## src/rtl/pcc_consts.svh

```systemverilog
`ifndef PCC_CONSTS_SVH
`define PCC_CONSTS_SVH

// ----------------------------------------------------------------------------
// Parameter addresses
// ----------------------------------------------------------------------------
`define PCC_OFS_CH1_RUN      16'hB04
`define PCC_OFS_CH2_RUN      16'hB06
`define PCC_OFS_CH3_RUN      16'hB18
`define PCC_OFS_CH4_RUN      16'hB1A
`define PCC_OFS_CH1_CRIT     16'hB08
`define PCC_OFS_CH2_CRIT     16'hB0A
`define PCC_OFS_CH3_CRIT     16'hB1C
`define PCC_OFS_CH4_CRIT     16'hB1E
`define PCC_OFS_CH1_VAL_A    16'hB10
`define PCC_OFS_CH1_VAL_B    16'hB12
`define PCC_OFS_CH2_VAL_A    16'hB14
`define PCC_OFS_CH2_VAL_B    16'hB16
`define PCC_OFS_CH3_VAL_A    16'hB24
`define PCC_OFS_CH3_VAL_B    16'hB26
`define PCC_OFS_CH4_VAL_A    16'hB28
`define PCC_OFS_CH4_VAL_B    16'hB2A
`define PCC_OFS_GROUP_RUN    16'hB2C
`define PCC_OFS_STATUS       16'hB2E

// ----------------------------------------------------------------------------
// Reset values and limits
// ----------------------------------------------------------------------------
`define PCC_RST_CH1_CRIT     16'h0005
`define PCC_RST_CH2_CRIT     16'h0000
`define PCC_RST_CH3_CRIT     16'h0000
`define PCC_RST_CH4_CRIT     16'h0000
`define PCC_RST_VALUE        32'h00000000
`define PCC_RST_RUN          16'h0000
`define PCC_RST_GROUP        16'h0000
`define PCC_CRIT_MAX         16'h0005
`define PCC_RUN_MAX          16'h0003
`define PCC_GROUP_MAX        16'h000F

`endif

```

## src/rtl/pcc_pkg.sv

```systemverilog
package pcc_pkg;

  typedef enum logic [15:0] {
    PCC_CRIT_GE_A       = 16'h0000,
    PCC_CRIT_LE_A       = 16'h0001,
    PCC_CRIT_IN_BASIC   = 16'h0002,
    PCC_CRIT_OUT_BASIC  = 16'h0003,
    PCC_CRIT_IN_EXT     = 16'h0004,
    PCC_CRIT_OUT_EXT    = 16'h0005
  } pcc_crit_t;

  typedef enum logic [1:0] {
    PCC_RUN_OFF_HOLD = 2'h0,
    PCC_RUN_ON       = 2'h1,
    PCC_RUN_OFF_LOW  = 2'h2,
    PCC_RUN_OFF_HIGH = 2'h3
  } pcc_run_t;

  typedef struct packed {
    pcc_crit_t          crit;
    logic signed [31:0] val_a;
    logic signed [31:0] val_b;
    pcc_run_t           run;
    logic               group_on;
  } pcc_chan_cfg_t;

endpackage : pcc_pkg

```

## src/rtl/pcc_top.sv

```systemverilog
`timescale 1ns/100ps
`include "pcc_consts.svh"
module pcc_top
  import pcc_pkg::*;
#(
  parameter int NUM_CHAN = 4
) (
  input  wire logic        ref_clk,
  input  wire logic        rst,
  input  wire logic [15:0] par_addr,
  input  wire logic        par_wr,
  input  wire logic        par_rd,
  input  wire logic [31:0] par_wdata,
  input  wire logic [31:0] pos_sample,
  input  wire logic        pos_valid,
  output logic [31:0]      par_rdata_ff,
  output logic             par_ack_ff,
  output logic             par_err_ff,
  output logic [3:0]       chan_status_ff
);

  // --------------------------------------------------------------------------
  // Address map per channel
  // --------------------------------------------------------------------------
  localparam logic [15:0] OFS_RUN  [4] = '{`PCC_OFS_CH1_RUN, `PCC_OFS_CH2_RUN,
                                           `PCC_OFS_CH3_RUN, `PCC_OFS_CH4_RUN};
  localparam logic [15:0] OFS_CRIT [4] = '{`PCC_OFS_CH1_CRIT, `PCC_OFS_CH2_CRIT,
                                           `PCC_OFS_CH3_CRIT, `PCC_OFS_CH4_CRIT};
  localparam logic [15:0] OFS_VA   [4] = '{`PCC_OFS_CH1_VAL_A, `PCC_OFS_CH2_VAL_A,
                                           `PCC_OFS_CH3_VAL_A, `PCC_OFS_CH4_VAL_A};
  localparam logic [15:0] OFS_VB   [4] = '{`PCC_OFS_CH1_VAL_B, `PCC_OFS_CH2_VAL_B,
                                           `PCC_OFS_CH3_VAL_B, `PCC_OFS_CH4_VAL_B};
  localparam logic [15:0] RST_CRIT [4] = '{`PCC_RST_CH1_CRIT, `PCC_RST_CH2_CRIT,
                                           `PCC_RST_CH3_CRIT, `PCC_RST_CH4_CRIT};

  // --------------------------------------------------------------------------
  // Shared state
  // --------------------------------------------------------------------------
  logic signed [31:0] pos_ff;
  logic [3:0]         group_ff;
  logic [3:0]         status_w;
  logic [3:0]         hit_run;
  logic [3:0]         hit_crit;
  logic [3:0]         hit_va;
  logic [3:0]         hit_vb;
  logic [31:0]        rd_run   [4];
  logic [31:0]        rd_crit  [4];
  logic [31:0]        rd_va    [4];
  logic [31:0]        rd_vb    [4];

  wire logic hit_group  = (par_addr == `PCC_OFS_GROUP_RUN);
  wire logic hit_status = (par_addr == `PCC_OFS_STATUS);
  wire logic hit_any    = (|hit_run) || (|hit_crit) || (|hit_va) || (|hit_vb)
                          || hit_group || hit_status;
  wire logic run_ok     = (par_wdata <= {16'h0000, `PCC_RUN_MAX});
  wire logic crit_ok    = (par_wdata <= {16'h0000, `PCC_CRIT_MAX});
  wire logic group_ok   = (par_wdata <= {16'h0000, `PCC_GROUP_MAX});
  // Out-of-range settings are refused and leave the old value in place
  wire logic bad_value  = ((|hit_run) && !run_ok) || ((|hit_crit) && !crit_ok)
                          || (hit_group && !group_ok) || hit_status;
  wire logic wr_err     = par_wr && (!hit_any || bad_value);
  wire logic rd_err     = par_rd && !hit_any;
  wire logic grp_we     = par_wr && hit_group && group_ok;

  // --------------------------------------------------------------------------
  // Position sample and group run mask capture
  // --------------------------------------------------------------------------
  always_ff @(posedge ref_clk or posedge rst) begin
    if (rst) begin
      pos_ff <= 32'sh00000000;
    end else if (pos_valid) begin
      pos_ff <= pos_sample;
    end
  end

  always_ff @(posedge ref_clk or posedge rst) begin
    if (rst) begin
      group_ff <= 4'h0;
    end else if (grp_we) begin
      group_ff <= par_wdata[3:0];
    end
  end

  // --------------------------------------------------------------------------
  // Channels
  // --------------------------------------------------------------------------
  for (genvar i = 0; i < NUM_CHAN; i++) begin : g_chan
    logic [1:0]         run_ff;
    logic [15:0]        crit_ff;
    logic signed [31:0] va_ff;
    logic signed [31:0] vb_ff;
    pcc_chan_cfg_t      cfg;

    assign hit_run[i]  = (par_addr == OFS_RUN[i]);
    assign hit_crit[i] = (par_addr == OFS_CRIT[i]);
    assign hit_va[i]   = (par_addr == OFS_VA[i]);
    assign hit_vb[i]   = (par_addr == OFS_VB[i]);

    wire logic run_we  = par_wr && hit_run[i] && run_ok;
    wire logic crit_we = par_wr && hit_crit[i] && crit_ok;
    wire logic va_we   = par_wr && hit_va[i];
    wire logic vb_we   = par_wr && hit_vb[i];

    always_ff @(posedge ref_clk or posedge rst) begin
      if (rst) begin
        run_ff  <= 2'h0;
        crit_ff <= RST_CRIT[i];
        va_ff   <= `PCC_RST_VALUE;
        vb_ff   <= `PCC_RST_VALUE;
      end else begin
        if (run_we) begin
          run_ff <= par_wdata[1:0];
        end
        if (crit_we) begin
          crit_ff <= par_wdata[15:0];
        end
        if (va_we) begin
          va_ff <= par_wdata;
        end
        if (vb_we) begin
          vb_ff <= par_wdata;
        end
      end
    end

    assign cfg.crit     = pcc_crit_t'(crit_ff);
    assign cfg.val_a    = va_ff;
    assign cfg.val_b    = vb_ff;
    assign cfg.run      = pcc_run_t'(run_ff);
    assign cfg.group_on = group_ff[i];

    assign rd_run[i]  = {30'h00000000, run_ff};
    assign rd_crit[i] = {16'h0000, crit_ff};
    assign rd_va[i]   = va_ff;
    assign rd_vb[i]   = vb_ff;

    pcc_channel u_chan (
      .ref_clk   (ref_clk),
      .rst       (rst),
      .cfg       (cfg),
      .act_pos   (pos_ff),
      .status_ff (status_w[i])
    );
  end

  // --------------------------------------------------------------------------
  // Read mux
  // --------------------------------------------------------------------------
  logic [31:0] rd_mux;

  always_comb begin
    rd_mux = 32'h00000000;
    for (int i = 0; i < NUM_CHAN; i++) begin
      if (hit_run[i]) begin
        rd_mux = rd_run[i];
      end else if (hit_crit[i]) begin
        rd_mux = rd_crit[i];
      end else if (hit_va[i]) begin
        rd_mux = rd_va[i];
      end else if (hit_vb[i]) begin
        rd_mux = rd_vb[i];
      end
    end
    if (hit_group) begin
      rd_mux = {28'h0000000, group_ff};
    end else if (hit_status) begin
      rd_mux = {28'h0000000, status_w};
    end
  end

  // --------------------------------------------------------------------------
  // Parameter port answer
  // --------------------------------------------------------------------------
  always_ff @(posedge ref_clk or posedge rst) begin
    if (rst) begin
      par_rdata_ff   <= 32'h00000000;
      par_ack_ff     <= 1'b0;
      par_err_ff     <= 1'b0;
      chan_status_ff <= 4'h0;
    end else begin
      par_ack_ff     <= par_wr || par_rd;
      par_err_ff     <= wr_err || rd_err;
      chan_status_ff <= status_w;
      if (par_rd && hit_any) begin
        par_rdata_ff <= rd_mux;
      end
    end
  end

endmodule : pcc_top

```

## src/rtl/pcc_channel.sv

```systemverilog
`timescale 1ns/100ps
module pcc_channel
  import pcc_pkg::*;
(
  input  wire logic               ref_clk,
  input  wire logic               rst,
  input  wire pcc_chan_cfg_t      cfg,
  input  wire logic signed [31:0] act_pos,
  output logic                    status_ff
);

  // --------------------------------------------------------------------------
  // Comparisons
  // --------------------------------------------------------------------------
  wire logic        ge_a     = (act_pos >= cfg.val_a);
  wire logic        le_a     = (act_pos <= cfg.val_a);
  wire logic        le_b     = (act_pos <= cfg.val_b);
  wire logic        in_basic = ge_a && le_b;
  // Offset from A modulo 2^32, so a span that wraps past the range end still works
  wire logic [31:0] ofs_pos  = act_pos - cfg.val_a;
  wire logic [31:0] ofs_b    = cfg.val_b - cfg.val_a;
  wire logic        in_ext   = (ofs_pos <= ofs_b);
  wire logic        active   = (cfg.run == PCC_RUN_ON) || cfg.group_on;

  logic hit;
  logic nxt_status;

  always_comb begin
    case (cfg.crit)
      PCC_CRIT_GE_A:      hit = ge_a;
      PCC_CRIT_LE_A:      hit = le_a;
      PCC_CRIT_IN_BASIC:  hit = in_basic;
      PCC_CRIT_OUT_BASIC: hit = !in_basic;
      PCC_CRIT_IN_EXT:    hit = in_ext;
      PCC_CRIT_OUT_EXT:   hit = !in_ext;
      default:            hit = 1'b0;
    endcase
  end

  always_comb begin
    if (active) begin
      nxt_status = hit;
    end else if (cfg.run == PCC_RUN_OFF_LOW) begin
      nxt_status = 1'b0;
    end else if (cfg.run == PCC_RUN_OFF_HIGH) begin
      nxt_status = 1'b1;
    end else begin
      nxt_status = status_ff;
    end
  end

  always_ff @(posedge ref_clk or posedge rst) begin
    if (rst) begin
      status_ff <= 1'b0;
    end else begin
      status_ff <= nxt_status;
    end
  end

endmodule : pcc_channel

```

## config.mk

```make
export PLATFORM = sky130hd
export DESIGN_NAME = pcc_top
export DESIGN_NICKNAME = d
export VERILOG_FILES = /design/src/rtl/pcc_pkg.sv /design/src/rtl/pcc_top.sv /design/src/rtl/pcc_channel.sv
export VERILOG_INCLUDE_DIRS = /design/src /design/src/rtl
export SDC_FILE = /design/constraint.sdc
export NUM_CORES = 2
export LEC_CHECK = 0
export BUFFER_PORTS_ARGS = -buffer_cell sky130_fd_sc_hd__buf_2
export CAP_MARGIN = 20
export CORE_UTILIZATION = 69
export DETAILED_ROUTE_END_ITERATION = 8
export GPL_TIMING_DRIVEN = 0
export PLACE_DENSITY_LB_ADDON = 0.08
export SETUP_SLACK_MARGIN = 0.2
export SLEW_MARGIN = 20
export SYNTH_ARGS = -nofsm -noshare
export SYNTH_HDL_FRONTEND = slang
export SYNTH_SLANG_ARGS = --single-unit
```

## constraint.sdc

```tcl
create_clock -name ref_clk -period 34.9 [get_ports ref_clk]
set_input_delay 6.98 -clock ref_clk [delete_from_list [all_inputs] [get_ports ref_clk]]
set_output_delay 6.98 -clock ref_clk [all_outputs]
set_load 0.005 [all_outputs]
```

# After elaboration in Yosys (flattened, before gate mapping)
# Index checks and enable logic that the tools add are counted.
[classes]
addsub = 8
n_lt_le_gt_ge = 19
n_eq_ne = 50
n_mux = 34
reduce_logical = 75
[ops]
columns = ["op", "count"]
rows = [
  ["2-to-1 mux 32 bit", 18],
  ["less-or-equal comparator 32 bit", 12],
  ["== test 16 x 12 -> 1 bit (second input constant)", 18],
  ["subtractor 32 bit", 8],
  ["== test 16 x 2 -> 1 bit (second input constant)", 8],
  ["== test 16 x 3 -> 1 bit (second input constant)", 8],
  ["greater-or-equal comparator 32 bit", 4],
  ["== test 16 x 1 -> 1 bit (second input constant)", 4],
  ["zero test 16 bit", 4],
  ["logical AND 1 bit", 36],
  ["less-or-equal comparator 32 x 2 -> 1 bit (second input constant)", 1],
  ["less-or-equal comparator 32 x 3 -> 1 bit (second input constant)", 1],
  ["less-or-equal comparator 32 x 4 -> 1 bit (second input constant)", 1],
  ["one-hot mux 1 bit (6 select lines)", 4],
  ["== test 2 bit (second input constant)", 8],
  ["OR reduction 4 bit", 4],
  ["logical OR 1 bit", 15],
  ["zero test 1 bit", 12],
  ["2-to-1 mux 1 bit", 12],
  ["nonzero test 3 bit", 4],
  ["== test 2 x 1 -> 1 bit (second input constant)", 4],
]
[totals]
ff_bits = 406
inputBits = 85
output_inout_bits = 38
wordCells = 212

# Logic depth before layout (Yosys ltp)
[depth]
word_depth = 19
depth_mapped = 26

# Cells and area by module
# Synthesis repeated with hierarchy kept, for this count alone.
[hier_totals]
hier_cells = 4105
hier_area_um2 = 37258.2
[modules_own_cells]
columns = ["mod", "instances", "cells_per_inst", "area_each_um2"]
rows = [
  ["pcc_top", 1, 1356, 17481.8],
  ["pcc_channel (g_chan[0].u_chan)", 1, 698, 4963.5],
  ["pcc_channel (g_chan[3].u_chan)", 1, 700, 4957.3],
  ["pcc_channel (g_chan[2].u_chan)", 1, 676, 4932.2],
  ["pcc_channel (g_chan[1].u_chan)", 1, 675, 4923.5],
]

# Worst setup path after synthesis
# Ideal clock, no wire load.
[synth_timing]
kind = "input to register"
from = "in par_addr[13]"
to = "reg g_chan[3].vb_ff[4]"
setup_ns = 0.127
arrival_ns = 9.261
required_time_ns = 34.773
setup_slack_ns = 25.511
stages = 9
path_buffers = 3
path_cell_list = "nor4_1 > nand3_1 > or2_2 > clkbuf_1 > nor2_1 > clkbuf_1 > nand2_1 > buf_1 > mux2_1"
[synth_via]
elab_chain_len = 2
[synth_lines]
columns = ["item", "line", "source"]
rows = [
  ["from (decl)", "pcc_top.sv:10", "input wire logic [15:0] par_addr,"],
  ["== test 16 x 12 -> 1 bit", "pcc_top.sv:97", "assign hit_vb[i] = (par_addr == OFS_VB[i]);"],
  ["logical AND 1 bit", "pcc_top.sv:102", "wire logic vb_we = par_wr && hit_vb[i];"],
  ["to (signal assigned)", "pcc_top.sv:109", "vb_ff <= `PCC_RST_VALUE;"],
  ["to (signal assigned)", "pcc_top.sv:121", "vb_ff <= par_wdata;"],
  ["to (decl)", "pcc_top.sv:91", "logic signed [31:0] vb_ff;"],
]
# Every way passes these cells.
# A chain may end at the register's enable or synchronous reset.

# Worst setup path in the final report
[layout_timing]
from = "in par_addr[13]"
to = "reg par_rdata_ff[9]"
[layout_via]
elab_chain_len = 19
word_cells_on_any_way = 46
classes_between = "18 x eq/ne; 18 x mux; 10 x reduce/logical"
[layout_lines]
columns = ["item", "line", "source"]
rows = [
  ["== test 16 x 12 -> 1 bit", "pcc_top.sv:97", ""],
  ["2-to-1 mux 32 bit", "pcc_top.sv:160", "end else if (hit_vb[i]) begin"],
  ["2-to-1 mux 32 bit", "pcc_top.sv:158", "end else if (hit_va[i]) begin"],
  ["2-to-1 mux 32 bit", "pcc_top.sv:156", "end else if (hit_crit[i]) begin"],
  ["2-to-1 mux 32 bit", "pcc_top.sv:154", "if (hit_run[i]) begin"],
  ["2-to-1 mux 32 bit", "pcc_top.sv:160", ""],
  ["2-to-1 mux 32 bit", "pcc_top.sv:158", ""],
  ["2-to-1 mux 32 bit", "pcc_top.sv:156", ""],
  ["[... 3 more ...]", "n/a", ""],
  ["2-to-1 mux 32 bit", "pcc_top.sv:156", ""],
  ["2-to-1 mux 32 bit", "pcc_top.sv:154", ""],
  ["2-to-1 mux 32 bit", "pcc_top.sv:160", ""],
  ["2-to-1 mux 32 bit", "pcc_top.sv:158", ""],
  ["2-to-1 mux 32 bit", "pcc_top.sv:156", ""],
  ["2-to-1 mux 32 bit", "pcc_top.sv:154", ""],
  ["2-to-1 mux 32 bit", "pcc_top.sv:166", "end else if (hit_status) begin"],
  ["2-to-1 mux 32 bit", "pcc_top.sv:164", "if (hit_group) begin"],
  ["to (signal assigned)", "pcc_top.sv:185", "par_rdata_ff <= rd_mux;"],
  ["to (decl)", "pcc_top.sv:16", "output logic [31:0] par_rdata_ff,"],
]
# Several ways; a longest one is shown, not always the timed one.

==> flow_summary.ini <==
[outcome]
status = finished, final reports clean

[detailed_routing]
detailedRoute.firstIterationViolations = 3242
via_per_inst = 6.70
antenna_violating_nets_post_route = 0
drt_first_pass_iters = 8
drcViolationCount = 0
vias = 31900
drt-total-wl_mm = 116
routed_wire_length_per_instance_um = 24.3

[floorplanning]
die_width_um = 229
die_height_um = 229
initial_core_util_pct = 70.5
std_cell_rows = 82
ioPinCount = 123
design.core.area_um2 = 50500
die-area_um2 = 52500

[cts]
cts_max_level = 2
numClockSinks = 406
clockRootBuffer = sky130_fd_sc_hd__clkbuf_16
postCtsResizedCells = 0
cts.hold.buffers_added = 0
path_clk_slew_ps = 70
postCtsSetupBuffers = 0
cts_buffer_depth = 3
clock_latency_ps = 590
cts_tree = done
cts_made_buffers = 45

[power]
ir_drop_uv = 39.0
power_consumption_mw = 1.31
static-leakage-power_nw = 17.7
powerDensity_nw_per_um2 = 33.9

[global_route]
grt_pass1_vias = 31200
initial_antenna_violation_count = 5
grt_start_max_net_pins = 105
grt.total_usage_pct = 43.7
grt_first_pass_wirelength_mm = 175
aggregate_global_routing_overflow = 0

[yosys]
cell_type_contributing_the_most_total_cell_area_after_synthesis = sky130_fd_sc_hd__dfrtp_1
ys_ff_latch = 406
synth_ff_type = sky130_fd_sc_hd__dfrtp_1
synth_area_um2 = 35600
synth.lib_cells_used.distinct = 81
synth_edf_count = 0
synth-async-reset-ratio_pct = 100
syn_area_per_cell_um2 = 9.15
syn_inst = 3887
synthDominantCellAreaShare_pct = 28.4
top_cells_by_area_synth = sky130_fd_sc_hd__dfrtp_1 (28%), sky130_fd_sc_hd__ha_1 (18%), sky130_fd_sc_hd__mux2_2 (9.7%)
synth.yosys.seq_area_share_pct = 28.6
synthesis.yosys.warnings = 0
synth.net_count = 4486

[sta]
timing.max_slew.rel_slack_pct = 19.2
worst_slack_ps = 24370
final-setup-viol-count = 0
worst_slew_pin_slew_ps = 1200
unrepaired_setup_endpoints_after_global_routing = false
worst_clock_skew_on_the_final_layout_ps = 16.1
setup_total_negative_slack_ps = 0
slew_viol_final = 0
post-route-min-period_ps = 10530
hold_viol_final = 0
finalCritPeriodShare_pct = 30.2
hold-worst-slack_ps = 451
timing.fmax_ghz = 0.0949

[critical_path]
timing.critical_path.required_ps = 35420
worst_setup_path_start_kind = input port
r2r_cells = 23
arrival_time_at_the_worst_endpoint_ps = 11050
criticalPathCategory = input port to register
r2r_setup_slack_ps = 27920
crit_start = par_addr[13]
critical_path.reg2reg.startpoint = pos_ff[1]
worstReg2RegEnd = g_chan[0].u_chan.status_ff
critical_path.endpoint_type = register
critPathMaxFanout = 10

[placement]
io_buffer_count = 110
globalplace.congestion = 1.06
place.detailed.hpwl_mm = 92.7
dp_slack_ps = 23980
placed_cell_area_um2 = 37100

[min_path]
worst_hold_startpoint = g_chan[2].u_chan.status_ff
timing.hold.worst_endpoint = chan_status_ff[2]
worstHoldPathType = register to register
hold-path-cell-count = 0

[cells_and_area]
final_cell_area_um2 = 38600
layout_nets = 4647
syn2layout_area_growth_pct = 8.54
final_layout_size_suffix_gt1_share_pct = 13.0

[job]
max_capacitance_violation_count = 0
## worst max path at each step
stage                          to  slack (ps)  cells past startpoint
6_report          par_rdata_ff[9]       24370                     11
3_3_place_gp   g_chan[0].vb_ff[4]       12320                      2
4_1_cts           par_rdata_ff[9]       24570                     11
2_1_floorplan   chan_status_ff[0]       16630                      1
5_1_grt           par_rdata_ff[9]       24230                     11
3_5_place_dp      par_rdata_ff[9]       23980                     11
## stage by stage
stage               utilization [%]  cells
finish                         76.5   4757
global route                   76.5   4756
CTS                            76.5   4755
detailed placement             73.5   4673
global placement               73.2   4669
floorplan                         -   3887
## per-layer routing
metal	up-vias	GRT usage, %	share of wire [%]
li1	14600	-	-
met1	15300	56.6	39
met2	1660	66.9	43
met3	323	11.0	12
met4	6	23.7	6.2
met5	-	0	0.035
## power by group
group	internal, mW	switching (mW)	total (mW)
clock	0.289	0.207	0.496
sequential	0.474	0.0228	0.497
combinational	0.136	0.181	0.317
## final cells by class
cell class	instances	area (µm²)
Multi-Input combinational cell	3048	23800
Fill cell	3746	11900
Sequential cell	406	10200
Clock buffer	65	1330
Inverter	338	1280
Tap cell	672	841
Timing Repair Buffer	114	661
Buffer	95	359
Clock inverter	17	185
Antenna cell	2	5.00
## cells in the mapped netlist, types with 7 or more instances
cell type	instances
sky130_fd_sc_hd__ha_1	506
sky130_fd_sc_hd__dfrtp_1	404
sky130_fd_sc_hd__inv_1	338
sky130_fd_sc_hd__mux2_2	307
sky130_fd_sc_hd__a21oi_1	287
sky130_fd_sc_hd__nor2_1	204
sky130_fd_sc_hd__o21ai_0	191
sky130_fd_sc_hd__nand2_1	171
sky130_fd_sc_hd__xnor2_1	136
sky130_fd_sc_hd__a21o_1	130
sky130_fd_sc_hd__nand3_1	92
sky130_fd_sc_hd__xor2_1	89
sky130_fd_sc_hd__a22oi_1	83
sky130_fd_sc_hd__nand4_1	66
sky130_fd_sc_hd__nor2b_1	64
sky130_fd_sc_hd__nor3_1	63
sky130_fd_sc_hd__clkbuf_1	62
sky130_fd_sc_hd__and2_1	59
sky130_fd_sc_hd__nand2b_1	56
sky130_fd_sc_hd__o21a_1	56
sky130_fd_sc_hd__o21bai_1	44
sky130_fd_sc_hd__nor4_1	37
sky130_fd_sc_hd__and3_1	35
sky130_fd_sc_hd__buf_1	31
sky130_fd_sc_hd__a22o_1	29
sky130_fd_sc_hd__a211oi_1	28
sky130_fd_sc_hd__a221oi_1	28
sky130_fd_sc_hd__or3_1	25
sky130_fd_sc_hd__a31oi_1	24
sky130_fd_sc_hd__a222oi_1	22
sky130_fd_sc_hd__o211ai_1	20
sky130_fd_sc_hd__o21ai_1	18
sky130_fd_sc_hd__or2_2	18
sky130_fd_sc_hd__o31ai_1	10
sky130_fd_sc_hd__a211o_1	9
sky130_fd_sc_hd__a2111oi_0	8
sky130_fd_sc_hd__a21boi_0	8
sky130_fd_sc_hd__fa_1	8
sky130_fd_sc_hd__o31a_1	8
sky130_fd_sc_hd__mux2i_1	7
## state kept, by name, indices dropped and copies added (netlist names)
| name | cells |
|---|---|
| g_chan.crit_ff | 64 |
| pos_ff | 32 |
| chan_status_ff | 4 |
| par_rdata_ff | 32 |
| g_chan.u_chan.status_ff | 4 |
| group_ff | 4 |
| par_err_ff | 1 |
| g_chan.run_ff | 8 |
| g_chan.va_ff | 128 |
| g_chan.vb_ff | 128 |
| par_ack_ff | 1 |
## worst max-delay path, stage by stage
cell and delay, ps:
sky130_fd_sc_hd__buf_2 90, sky130_fd_sc_hd__nor4_1 360, sky130_fd_sc_hd__nand3_1 240, sky130_fd_sc_hd__or2_1 270, sky130_fd_sc_hd__clkbuf_1 190, sky130_fd_sc_hd__nor4_1 810, sky130_fd_sc_hd__clkbuf_1 680, sky130_fd_sc_hd__buf_1 630
sky130_fd_sc_hd__a22oi_1 350, sky130_fd_sc_hd__nand3_1 280, sky130_fd_sc_hd__a22o_1 160
## placed cells by master, fill, tap and decap left out, drive strengths merged, types with 22 or more instances in the layout
| master | instances |
|---|---|
| o21ai | 209 |
| a31oi | 24 |
| nor2 | 204 |
| nand2 | 171 |
| nor3 | 63 |
| dfrtp | 404 |
| ha | 506 |
| a22o | 29 |
| a21o | 130 |
| clkbuf | 127 |
| mux2 | 308 |
| nor2b | 64 |
| or3 | 25 |
| a211oi | 28 |
| inv | 342 |
| a22oi | 83 |
| o21bai | 44 |
| xnor2 | 136 |
| nand3 | 92 |
| nor4 | 37 |
| a222oi | 22 |
| a221oi | 29 |
| o21a | 56 |
| a21oi | 288 |
| and2 | 59 |
| nand2b | 56 |
| xor2 | 89 |
| nand4 | 66 |
| buf | 147 |
| and3 | 35 |
## cells by family (layout without fill, tap and decap cells)
group | count (synthesis) | after routing | synth area share, %
xor+xnor | 225 | 225 | 5.54
buf+inv | 433 | 629 | 4.58
compound gates | 1067 | 1067 | 19.8
mux | 315 | 315 | 9.95
fa+ha+maj | 514 | 514 | 18.2
simple gates | 927 | 927 | 13.3
other cells | 0 | 2 | 0
flops | 406 | 406 | 28.6
Note: power is estimated with default switching activity, not from simulation.
